**config.mk**
```make
export PLATFORM = sky130hd
export DESIGN_NAME = ust_top
export DESIGN_NICKNAME = d
export VERILOG_FILES = /design/src/verilog/ust_pkg.sv /design/src/verilog/ust_sync.sv /design/src/verilog/ust_phase_dec.sv /design/src/verilog/ust_top.sv
export SDC_FILE = /design/constraint.sdc
export NUM_CORES = 1
export LEC_CHECK = 0
export BUFFER_PORTS_ARGS = -buffer_cell sky130_fd_sc_hd__buf_2
export CAP_MARGIN = 25
export CORE_ASPECT_RATIO = 0.6
export CORE_MARGIN = 5
export CORE_UTILIZATION = 35
export CTS_BUF_LIST = sky130_fd_sc_hd__clkbuf_8
export DETAILED_ROUTE_END_ITERATION = 8
export GPL_TIMING_DRIVEN = 0
export PLACE_DENSITY = 0.73
export SETUP_SLACK_MARGIN = 0.05
export SLEW_MARGIN = 25
export SYNTH_ARGS = -nofsm -noshare
export SYNTH_HDL_FRONTEND = slang
export SYNTH_SLANG_ARGS = --single-unit
```
**constraint.sdc**
```tcl
create_clock -name CLK_I -period 2.1 [get_ports CLK_I]
set_input_delay 0.315 -clock CLK_I [delete_from_list [all_inputs] [get_ports CLK_I]]
set_output_delay 0.315 -clock CLK_I [all_outputs]
set_load 0.02 [all_outputs]
```
**src/verilog/ust_pkg.sv**
```systemverilog
// constants and types of the unipolar stepper translator
//------------------------------------------------------------------------------
//------------------------------------------------------------------------------
`default_nettype none

package ust_pkg;

  // drive format, one-hot
  typedef enum logic [3:0] {
    FMT_WAVE    = 4'b0001,
    FMT_TWO     = 4'b0010,
    FMT_HALF    = 4'b0100,
    FMT_INHIBIT = 4'b1000
  } ust_fmt_e;

  // thermal guard state, one-hot
  typedef enum logic [1:0] {
    TH_RUN  = 2'b01,
    TH_SHUT = 2'b10
  } ust_therm_e;

  // phase pattern tables, bit 0 = A .. bit 3 = D, position 0 in lowest nibble
  localparam logic [15:0] WAVE_TBL    = 16'h8421;
  localparam logic [15:0] TWO_TBL     = 16'hC639;
  localparam logic [31:0] HALF_TBL    = 32'h98C46231;
  localparam logic [2:0]  POS_FIRST   = 3'h0;
  localparam logic [3:0]  PHASE_RESET = 4'h1;
  localparam logic [3:0]  PHASE_OFF   = 4'h0;

  // register byte offsets
  localparam int          ADDR_W       = 4;
  localparam logic [3:0]  REG_CTRL     = 4'h0;
  localparam logic [3:0]  REG_STATUS   = 4'h4;
  localparam logic [3:0]  REG_IRQ_STAT = 4'h8;
  localparam logic [3:0]  REG_IRQ_MASK = 4'hC;

  // field positions
  localparam int CTRL_SOFT_BLANK = 0;
  localparam int ST_POS_LSB      = 0;
  localparam int ST_FMT_LSB      = 3;
  localparam int ST_DIR          = 7;
  localparam int ST_THERM        = 8;
  localparam int ST_PHASE_LSB    = 12;
  localparam int IRQ_W           = 4;
  localparam int IRQ_STEP        = 0;
  localparam int IRQ_INHIBIT     = 1;
  localparam int IRQ_TRIP        = 2;
  localparam int IRQ_RECOVER     = 3;

  // bus encodings
  localparam logic [2:0] HSIZE_WORD = 3'h2;
  localparam int         PIN_W      = 7;

endpackage

`default_nettype wire

```
**src/verilog/ust_sync.sv**
```systemverilog
// two-stage synchroniser for asynchronous pin levels
`timescale 1ns/100ps
`default_nettype none

module ust_sync #(
  parameter int W = 1
) (
  // clock and reset
  input  wire logic         clk_i,
  input  wire logic         rstn_i,
  // levels
  input  wire logic [W-1:0] d_i,
  output logic      [W-1:0] q_o
);

  logic [W-1:0] meta;

  // first stage feeds only the second stage
  always_ff @(posedge clk_i) begin
    if (!rstn_i) begin
      meta <= '0;
      q_o  <= '0;
    end else begin
      meta <= d_i;
      q_o  <= meta;
    end
  end

endmodule

`default_nettype wire

```
**src/verilog/ust_phase_dec.sv**
```systemverilog
// phase pattern lookup for each drive format and position
`timescale 1ns/100ps
`default_nettype none

module ust_phase_dec (
  // selection
  input  wire ust_pkg::ust_fmt_e fmt_i,
  input  wire logic [2:0]        pos_i,
  // pattern, bit 0 = A
  output logic      [3:0]        pattern_o
);
  import ust_pkg::*;

  // table lookup; inhibit shows the half-step table pattern of pos in every case
  always_comb begin
    case (fmt_i)
      FMT_WAVE:    pattern_o = WAVE_TBL[{pos_i[1:0], 2'b00} +: 4];
      FMT_TWO:     pattern_o = TWO_TBL[{pos_i[1:0], 2'b00} +: 4];
      FMT_HALF:    pattern_o = HALF_TBL[{pos_i, 2'b00} +: 4];
      FMT_INHIBIT: pattern_o = HALF_TBL[{pos_i, 2'b00} +: 4];
      default:     pattern_o = PHASE_OFF;
    endcase
  end

endmodule

`default_nettype wire

```
**src/verilog/ust_top.sv**
```systemverilog
// stepper translator top: pin sequencer, thermal guard, AHB-Lite registers
//
// Chosen here: register access over AHB-Lite and the placing of the registers.
`timescale 1ns/100ps
`default_nettype none

module ust_top (
  // clock and reset
  input  wire logic                     CLK_I,
  input  wire logic                     RESETN_I,
  // AHB-Lite slave
  input  wire logic                     HSEL_I,
  input  wire logic [31:0]              HADDR_I,
  input  wire logic [1:0]               HTRANS_I,
  input  wire logic                     HWRITE_I,
  input  wire logic [2:0]               HSIZE_I,
  input  wire logic [31:0]              HWDATA_I,
  input  wire logic                     HREADY_I,
  output logic      [31:0]              HRDATA_O,
  output logic                          HREADYOUT_O,
  output logic                          HRESP_O,
  // step controller pins
  input  wire logic                     STEP_I,
  input  wire logic                     HALF_STEP_I,
  input  wire logic                     ONE_PHASE_I,
  input  wire logic                     DIR_I,
  input  wire logic                     BLANK_I,
  // thermal sensor comparators
  input  wire logic                     OT_HOT_I,
  input  wire logic                     OT_COOL_I,
  // motor phases and interrupt
  output logic      [3:0]               PHASE_O,
  output logic                          IRQ_O
);
  import ust_pkg::*;

  //----------------------------------------------------------------------------
  // pin synchronisation
  //----------------------------------------------------------------------------
  logic [PIN_W-1:0] pin_s;
  logic             step_s;
  logic             half_s;
  logic             one_s;
  logic             dir_s;
  logic             blank_s;
  logic             hot_s;
  logic             cool_s;
  logic             step_q;
  logic             step_fall;

  ust_sync #(.W(PIN_W)) u_sync (
    .clk_i  (CLK_I),
    .rstn_i (RESETN_I),
    .d_i    ({OT_COOL_I, OT_HOT_I, BLANK_I, DIR_I, ONE_PHASE_I, HALF_STEP_I, STEP_I}),
    .q_o    (pin_s)
  );

  // split synchronised levels
  assign {cool_s, hot_s, blank_s, dir_s, one_s, half_s, step_s} = pin_s;

  // previous step level for edge detection
  always_ff @(posedge CLK_I) begin
    if (!RESETN_I) begin
      step_q <= 1'b0;
    end else begin
      step_q <= step_s;
    end
  end

  assign step_fall = step_q & ~step_s;

  //----------------------------------------------------------------------------
  // format decode and sequencer
  //----------------------------------------------------------------------------
  ust_fmt_e   fmt;
  logic [2:0] pos;
  logic [2:0] next_pos;
  logic [3:0] pattern;
  logic       step_take;

  // select pins to format
  always_comb begin
    case ({half_s, one_s})
      2'b01:   fmt = FMT_WAVE;
      2'b00:   fmt = FMT_TWO;
      2'b10:   fmt = FMT_HALF;
      default: fmt = FMT_INHIBIT;
    endcase
  end

  assign step_take = step_fall & (fmt != FMT_INHIBIT);

  // next position, wrapping per format
  always_comb begin
    next_pos = pos;
    if (step_take) begin
      if (fmt == FMT_HALF) begin
        next_pos = dir_s ? pos - 3'h1 : pos + 3'h1;
      end else begin
        next_pos = {1'b0, (dir_s ? pos[1:0] - 2'h1 : pos[1:0] + 2'h1)};
      end
    end
  end

  // position register, first position after reset
  always_ff @(posedge CLK_I) begin
    if (!RESETN_I) begin
      pos <= POS_FIRST;
    end else begin
      pos <= next_pos;
    end
  end

  ust_phase_dec u_dec (
    .fmt_i     (fmt),
    .pos_i     (pos),
    .pattern_o (pattern)
  );

  //----------------------------------------------------------------------------
  // thermal guard with hysteresis
  //----------------------------------------------------------------------------
  ust_therm_e th_state;
  logic       ev_trip;
  logic       ev_recover;

  assign ev_trip    = (th_state == TH_RUN) & hot_s;
  assign ev_recover = (th_state == TH_SHUT) & cool_s & ~hot_s;

  // trip at the hot threshold, release only once cooled
  always_ff @(posedge CLK_I) begin
    if (!RESETN_I) begin
      th_state <= TH_RUN;
    end else begin
      case (th_state)
        TH_RUN:  th_state <= ev_trip ? TH_SHUT : TH_RUN;
        TH_SHUT: th_state <= ev_recover ? TH_RUN : TH_SHUT;
        default: th_state <= TH_RUN;
      endcase
    end
  end

  //----------------------------------------------------------------------------
  // phase outputs
  //----------------------------------------------------------------------------
  logic soft_blank;
  logic phase_off;

  assign phase_off = blank_s | soft_blank | (th_state == TH_SHUT);

  // blanking gates the drive only, position is untouched
  always_ff @(posedge CLK_I) begin
    if (!RESETN_I) begin
      PHASE_O <= PHASE_RESET;
    end else if (phase_off) begin
      PHASE_O <= PHASE_OFF;
    end else begin
      PHASE_O <= pattern;
    end
  end

  //----------------------------------------------------------------------------
  // AHB-Lite slave
  //----------------------------------------------------------------------------
  logic              ahb_go;
  logic              rd_pend;
  logic              wr_pend;
  logic [ADDR_W-1:0] addr;
  logic [31:0]       rdata;
  logic              rd_clear;
  logic [IRQ_W-1:0]  irq_stat;
  logic [IRQ_W-1:0]  irq_mask;
  logic [IRQ_W-1:0]  next_irq_stat;
  logic [IRQ_W-1:0]  irq_ev;

  // only whole-word transfers are acted upon
  assign ahb_go = HSEL_I & HTRANS_I[1] & HREADY_I & (HSIZE_I == HSIZE_WORD);

  // address phase capture; reads add one wait state
  always_ff @(posedge CLK_I) begin
    if (!RESETN_I) begin
      rd_pend     <= 1'b0;
      wr_pend     <= 1'b0;
      addr        <= '0;
      HREADYOUT_O <= 1'b1;
      HRESP_O     <= 1'b0;
    end else begin
      rd_pend     <= ahb_go & ~HWRITE_I;
      wr_pend     <= ahb_go & HWRITE_I;
      HREADYOUT_O <= ~(ahb_go & ~HWRITE_I);
      HRESP_O     <= 1'b0; // always OKAY
      if (ahb_go) begin
        addr <= HADDR_I[ADDR_W-1:0];
      end
    end
  end

  // read mux, unmapped offsets read zero
  always_comb begin
    rdata = '0;
    case (addr)
      REG_CTRL:     rdata[CTRL_SOFT_BLANK] = soft_blank;
      REG_STATUS: begin
        rdata[ST_POS_LSB +: 3]   = pos;
        rdata[ST_FMT_LSB +: 4]   = fmt;
        rdata[ST_DIR]            = dir_s;
        rdata[ST_THERM]          = (th_state == TH_SHUT);
        rdata[ST_PHASE_LSB +: 4] = PHASE_O;
      end
      REG_IRQ_STAT: rdata[IRQ_W-1:0] = irq_stat;
      REG_IRQ_MASK: rdata[IRQ_W-1:0] = irq_mask;
      default:      rdata = '0;
    endcase
  end

  // read data in the wait cycle
  always_ff @(posedge CLK_I) begin
    if (!RESETN_I) begin
      HRDATA_O <= '0;
    end else if (rd_pend) begin
      HRDATA_O <= rdata;
    end
  end

  // software registers written in the data phase
  always_ff @(posedge CLK_I) begin
    if (!RESETN_I) begin
      soft_blank <= 1'b0;
      irq_mask   <= '0;
    end else if (wr_pend) begin
      if (addr == REG_CTRL) begin
        soft_blank <= HWDATA_I[CTRL_SOFT_BLANK];
      end
      if (addr == REG_IRQ_MASK) begin
        irq_mask <= HWDATA_I[IRQ_W-1:0];
      end
    end
  end

  //----------------------------------------------------------------------------
  // interrupts: sticky status cleared by read, new events win
  //----------------------------------------------------------------------------
  assign rd_clear = rd_pend & (addr == REG_IRQ_STAT);

  always_comb begin
    irq_ev              = '0;
    irq_ev[IRQ_STEP]    = step_take;
    irq_ev[IRQ_INHIBIT] = step_fall & (fmt == FMT_INHIBIT);
    irq_ev[IRQ_TRIP]    = ev_trip;
    irq_ev[IRQ_RECOVER] = ev_recover;
    next_irq_stat       = (rd_clear ? '0 : irq_stat) | irq_ev;
  end

  // status and level interrupt
  always_ff @(posedge CLK_I) begin
    if (!RESETN_I) begin
      irq_stat <= '0;
      IRQ_O    <= 1'b0;
    end else begin
      irq_stat <= next_irq_stat;
      IRQ_O    <= |(next_irq_stat & irq_mask);
    end
  end
endmodule

`default_nettype wire

```
Word-level counts from Yosys, hierarchy flattened
Cells that the tools add are included.

Mux-type cells: 14. Bitwise logic cells: 21. Shift-type cells: 3. $add $sub $neg: 4. Reductions and logical operators: 7. Equal/unequal tests: 13.

Operators by type and width (count): $shiftx A16 B5 Y4 const A (2); $shiftx A32 B6 Y4 const A (1); $pmux W4 S3 (2); $and A1 B1 Y1 (12); $eq A4 B4 Y1 const B (3); $pmux W3 S3 (1); $eq A4 B3 Y1 const B (2); $mux W4 (2); $mux W2 (3); $mux W3 (2); $mux W5 (1); $not A1 Y1 (5); $and A4 B4 Y4 (1); $eq A2 B1 Y1 const B (2); $eq A2 B2 Y1 const B (2); $eq A4 B1 Y1 const B (1); $eq A4 B2 Y1 const B (1); $logic_not A4 Y1 (1); $ne A4 B4 Y1 const B (1); $or A4 B4 Y4 (1); $pmux W1 S4 (1); $pmux W2 S2 (1); $reduce_and A2 Y1 (2); $reduce_or A2 Y1 (2); 9 further kinds (10).

Bits of input ports: 81. Output and inout bits: 39. Bits in registers: 54. Logic and storage cells: 78.

Logic depth before layout (Yosys ltp)
Depth in word-level cells: 7. Mapped depth: 6.

By module
Synthesis repeated with hierarchy kept, for this count alone.

Cells, all modules: 251. Area total of the unflattened synthesis: 2458.6 µm².

Modules (own cells, without submodules): ust_top (seq. area each 800.8 µm², cells each 197, instances 1, area an instance 1885.6 µm²); ust_sync (seq. area each 280.3 µm², cells each 29, instances 1, area an instance 391.6 µm²); ust_phase_dec (seq. area each 0.0 µm², cells each 25, instances 1, area an instance 181.4 µm²).

Least setup slack after synthesis
No wires, ideal clock.

Kind: reg2reg. From: reg th_state[0]. To: reg PHASE_O[1]. Arrival: 1.445 ns. Path slack: 0.551 ns. Buffers on the path: 0. Clock period less this slack: 1.549 ns. Cell stages (with the launch flop): 5. Setup time: 0.103 ns. Cell sequence: dfxtp_1 -> inv_1 -> ha_1 -> or4b_4 -> a2111oi_2.

Longest elaborated chain between the ends: 3.

RTL lines: start, declared (RTL line ust_top.sv:123) `ust_therm_e th_state;`; start signal, assigned (RTL line ust_top.sv:136) `TH_RUN: th_state <= ev_trip ? TH_SHUT : TH_RUN;`; start signal, assigned (RTL line ust_top.sv:137) `TH_SHUT: th_state <= ev_recover ? TH_RUN : TH_SHUT;`; $eq A2 B2 Y1 (RTL line ust_top.sv:149) `assign phase_off = blank_s | soft_blank | (th_state == TH_SHUT);`; $or A1 B1 Y1 (RTL line ust_top.sv:149); $reduce_or A2 Y1 (no line); end signal, assigned (RTL line ust_top.sv:158) `PHASE_O <= pattern;`; end, declared (RTL line ust_top.sv:32) `output logic [3:0] PHASE_O,`.

Every way passes these cells. A chain may end at the register's enable or synchronous reset.

Worst setup path after layout
Ends and elaborated chain as after synthesis.

==> metrics.md <==
| Metric | Value |
|---|---|
| Critical path startpoint category | `flop` |
| Grt ovf | `0` |
| # rows | `23` |
| Worst-path fanout max | `7` |
| First-pass GRT wire length | `8328 um` |
| Synth Flop Type | `dfxtp_1` |
| Clock Path Buffers | `2` |
| Critical Path RT | `2.31 ns` |
| Final Routed Wirelength | `5063 um` |
| CTS resizes | `0` |
| Synth area leaders | `dfxtp_1 46%, buf_4 6.4%, nor2b_1 6.1%, and2_1 5.3%, mux2i_1 4.3%` |
| Final setup violation count | `0` |
| Seq/Total Area, Yosys | `45.91%` |
| Gr usage total | `12.47%` |
| Mapped cell area | `0.002355 mm2` |
| Clock skew | `0.008226 ns` |
| Setup TNS | `0 ns` |
| Worst hold-check path type | `input pin to flop` |
| Final Max Slew Viols | `0` |
| Fmax achieved | `597.1 MHz` |
| Share of cells above drive strength 1 | `27.01%` |
| Final core occ | `43.63%` |
| RSZ-0062 raised after global routing | `no` |
| Die width | `115.9 um` |
| Max_cap viols | `0` |
| Min Clock Period, post-route | `1.675 ns` |
| CTS Root Cell | `clkbuf_8` |
| Setup bufs post-CTS | `0` |
| Final Hold Vio Count | `0` |
| Skew-Pair Late Insertion Delay | `0.30 ns` |
| Num ports | `120` |
| Cell variety after synth | `44` |
| Ant diodes | `0` |
| DIE HEIGHT | `73.54 um` |
| Status | `finished clean` |
| CP Class | `flop to flop` |
| Core Area | `0.006619 mm2` |
| Top cell type's share of synthesized area | `45.91%` |
| Antenna violations before repair | `0` |
| DR pass1 iterations | `4` |
| Pwr/cell area | `712.9 mW/mm2` |
| Yosys top cell by area | `dfxtp_1` |
| Final cycle utilization of the critical path | `79.75%` |
| Mapped Cells | `242` |
| I/O Buffers | `42` |
| Setup ws final | `0.4253 ns` |
| Pin count of the biggest net entering global routing | `17` |
| Iteration-0 DRC count of the detailed router | `160` |
| EDFF count, synth | `0` |
| YS warnings | `0` |
| Syn_area_per_cell | `9.730 um2` |
| TritonCTS buffer count | `5` |
| Pre-CTS WS | `0.4378 ns` |
| HPWL after detailed placement | `3952 um` |
| H-tree Lvls | `2` |
| Area Overhead vs Synth | `22.64%` |
| Hold Buf Count CTS | `0` |
| Clock-pin slew on the worst setup and hold paths | `0.09 ns` |
| Drt drc | `0` |
| Vias in the first global route | `1700` |
| Worst EP arrival | `1.88 ns` |
| Worst vdd ir | `0.2714 mV` |
| Lkg Pwr | `1.221 nW` |
| Gp weighted congestion | `0.8946` |
| CP Capture Type | `flop` |
| Hold_ws | `0.1799 ns` |
| Sink Count | `54` |
| Final Power | `0.002059 W` |
| CTS tree | `built` |
| FFs w/ async S/R, synth | `0%` |
| Vias after detailed routing | `1800` |
| Fill count | `643` |
| Number of synthesized register bits | `54` |
| Initial core utilization | `35.58%` |
| Via density | `4.523` |
| DRT antenna net count | `0` |
| Avg WL per Cell | `12.72 um` |
| Final nets | `394` |
| Total Die Area | `0.008522 mm2` |
[layout make-up]
class / count / area, um2 / share of cell area (%)
Buffer: 35 / 212.7 / 7.366
Clock buffer: 6 / 82.58 / 2.860
Clock inverter: 2 / 60.06 / 2.080
Inverter: 7 / 26.28 / 0.9099
Multi-Input combinational cell: 165 / 1106 / 38.30
Sequential cell: 54 / 1081 / 37.44
Tap cell: 87 / 108.9 / 3.769
Timing Repair Buffer: 42 / 210.2 / 7.279
[per-layer routing]
layer | vias to the layer above | part of all wire (%) | GRT usage (%)
li1 | 916 | - | -
met1 | 800 | 47 | 17.96
met2 | 82 | 40 | 18.10
met3 | 2 | 13 | 3.951
met4 | 0 | 0.14 | 2.960
met5 | - | 0 | 0
[kinds of logic after synthesis]
family / Yosys count / synth area share (%)
other: 1 / 0.1593
DFF: 54 / 45.91
xor gates and xnor gates: 2 / 0.7440
buffers and inverters: 42 / 10.15
adders and majority gates: 3 / 1.913
AOI/OAI and AO/OA: 42 / 12.70
muxes: 13 / 6.164
and+or+nand+nor: 85 / 22.26
[critical path, stage by stage (launching register included)]
cell,delay (ns)
dfxtp_1,0.34
inv_1,0.04
ha_1,0.30
or4b_4,0.58
a2111oi_2,0.32
[power by group]
group / internal (W) / switching, W
Clock: 0.000508 / 0.000325
Sequential: 0.00105 / 0.0000125
Combinational: 0.0000769 / 0.0000907
Total: 0.00163 / 0.000428
[cells in the mapped netlist, drive strengths merged (2+ instances only)]
library cell   n
a32oi          2
and2          20
ha             2
o21ai          7
and3           2
o2bb2ai        3
nand2         11
dfxtp         54
nand3          7
xnor2          2
a22oi         13
nor3b          2
mux2i         10
a21oi          6
nand2b         2
nor2b         23
buf           25
o211ai         2
inv            7
clkbuf        10
nor2           7
a21boi         4
mux2           2
[placed cells by master (no fill, tap or decap), drive strengths merged, types with 3 or more instances in the layout]
cell type,instances
buf,67
dfxtp,54
nor2b,23
and2,20
conb,20
clkbuf,16
a22oi,13
nand2,11
mux2i,10
inv,7
o21ai,7
nor2,7
nand3,7
a21oi,6
a21boi,4
o2bb2ai,3
[registers in the layout, summed over array words and instances (netlist names)]
name,cells
step_q,1
pos,3
irq_mask,4
addr,4
IRQ_O,1
soft_blank,1
PHASE_O,4
HRDATA_O,13
wr_pend,1
u_sync.meta,7
th_state,2
u_sync.q_o,7
rd_pend,1
HREADYOUT_O,1
irq_stat,4
[worst paths after layout]
path / startpoint / endpoint / slack [ns] / cells past startpoint
hold reg to reg: u_sync.meta[5] / u_sync.q_o[5] / 0.44 / 1
setup / recovery: th_state[0] / PHASE_O[1] / 0.43 / 4
hold / removal: HWRITE_I / rd_pend / 0.18 / 2
setup reg to reg: th_state[0] / PHASE_O[1] / 0.43 / 4
[stage by stage]
| step | area, um2 | std cells |
|---|---|---|
| 5_1_grt | 2888 | 398 |
| 6_report | 2888 | 398 |
| 3_5_place_dp | 2745 | 390 |
| 3_3_place_gp | 2745 | 390 |
| 2_1_floorplan | 2426 | 261 |
| 4_1_cts | 2888 | 398 |
No activity file was read; power rests on OpenSTA's default activity.
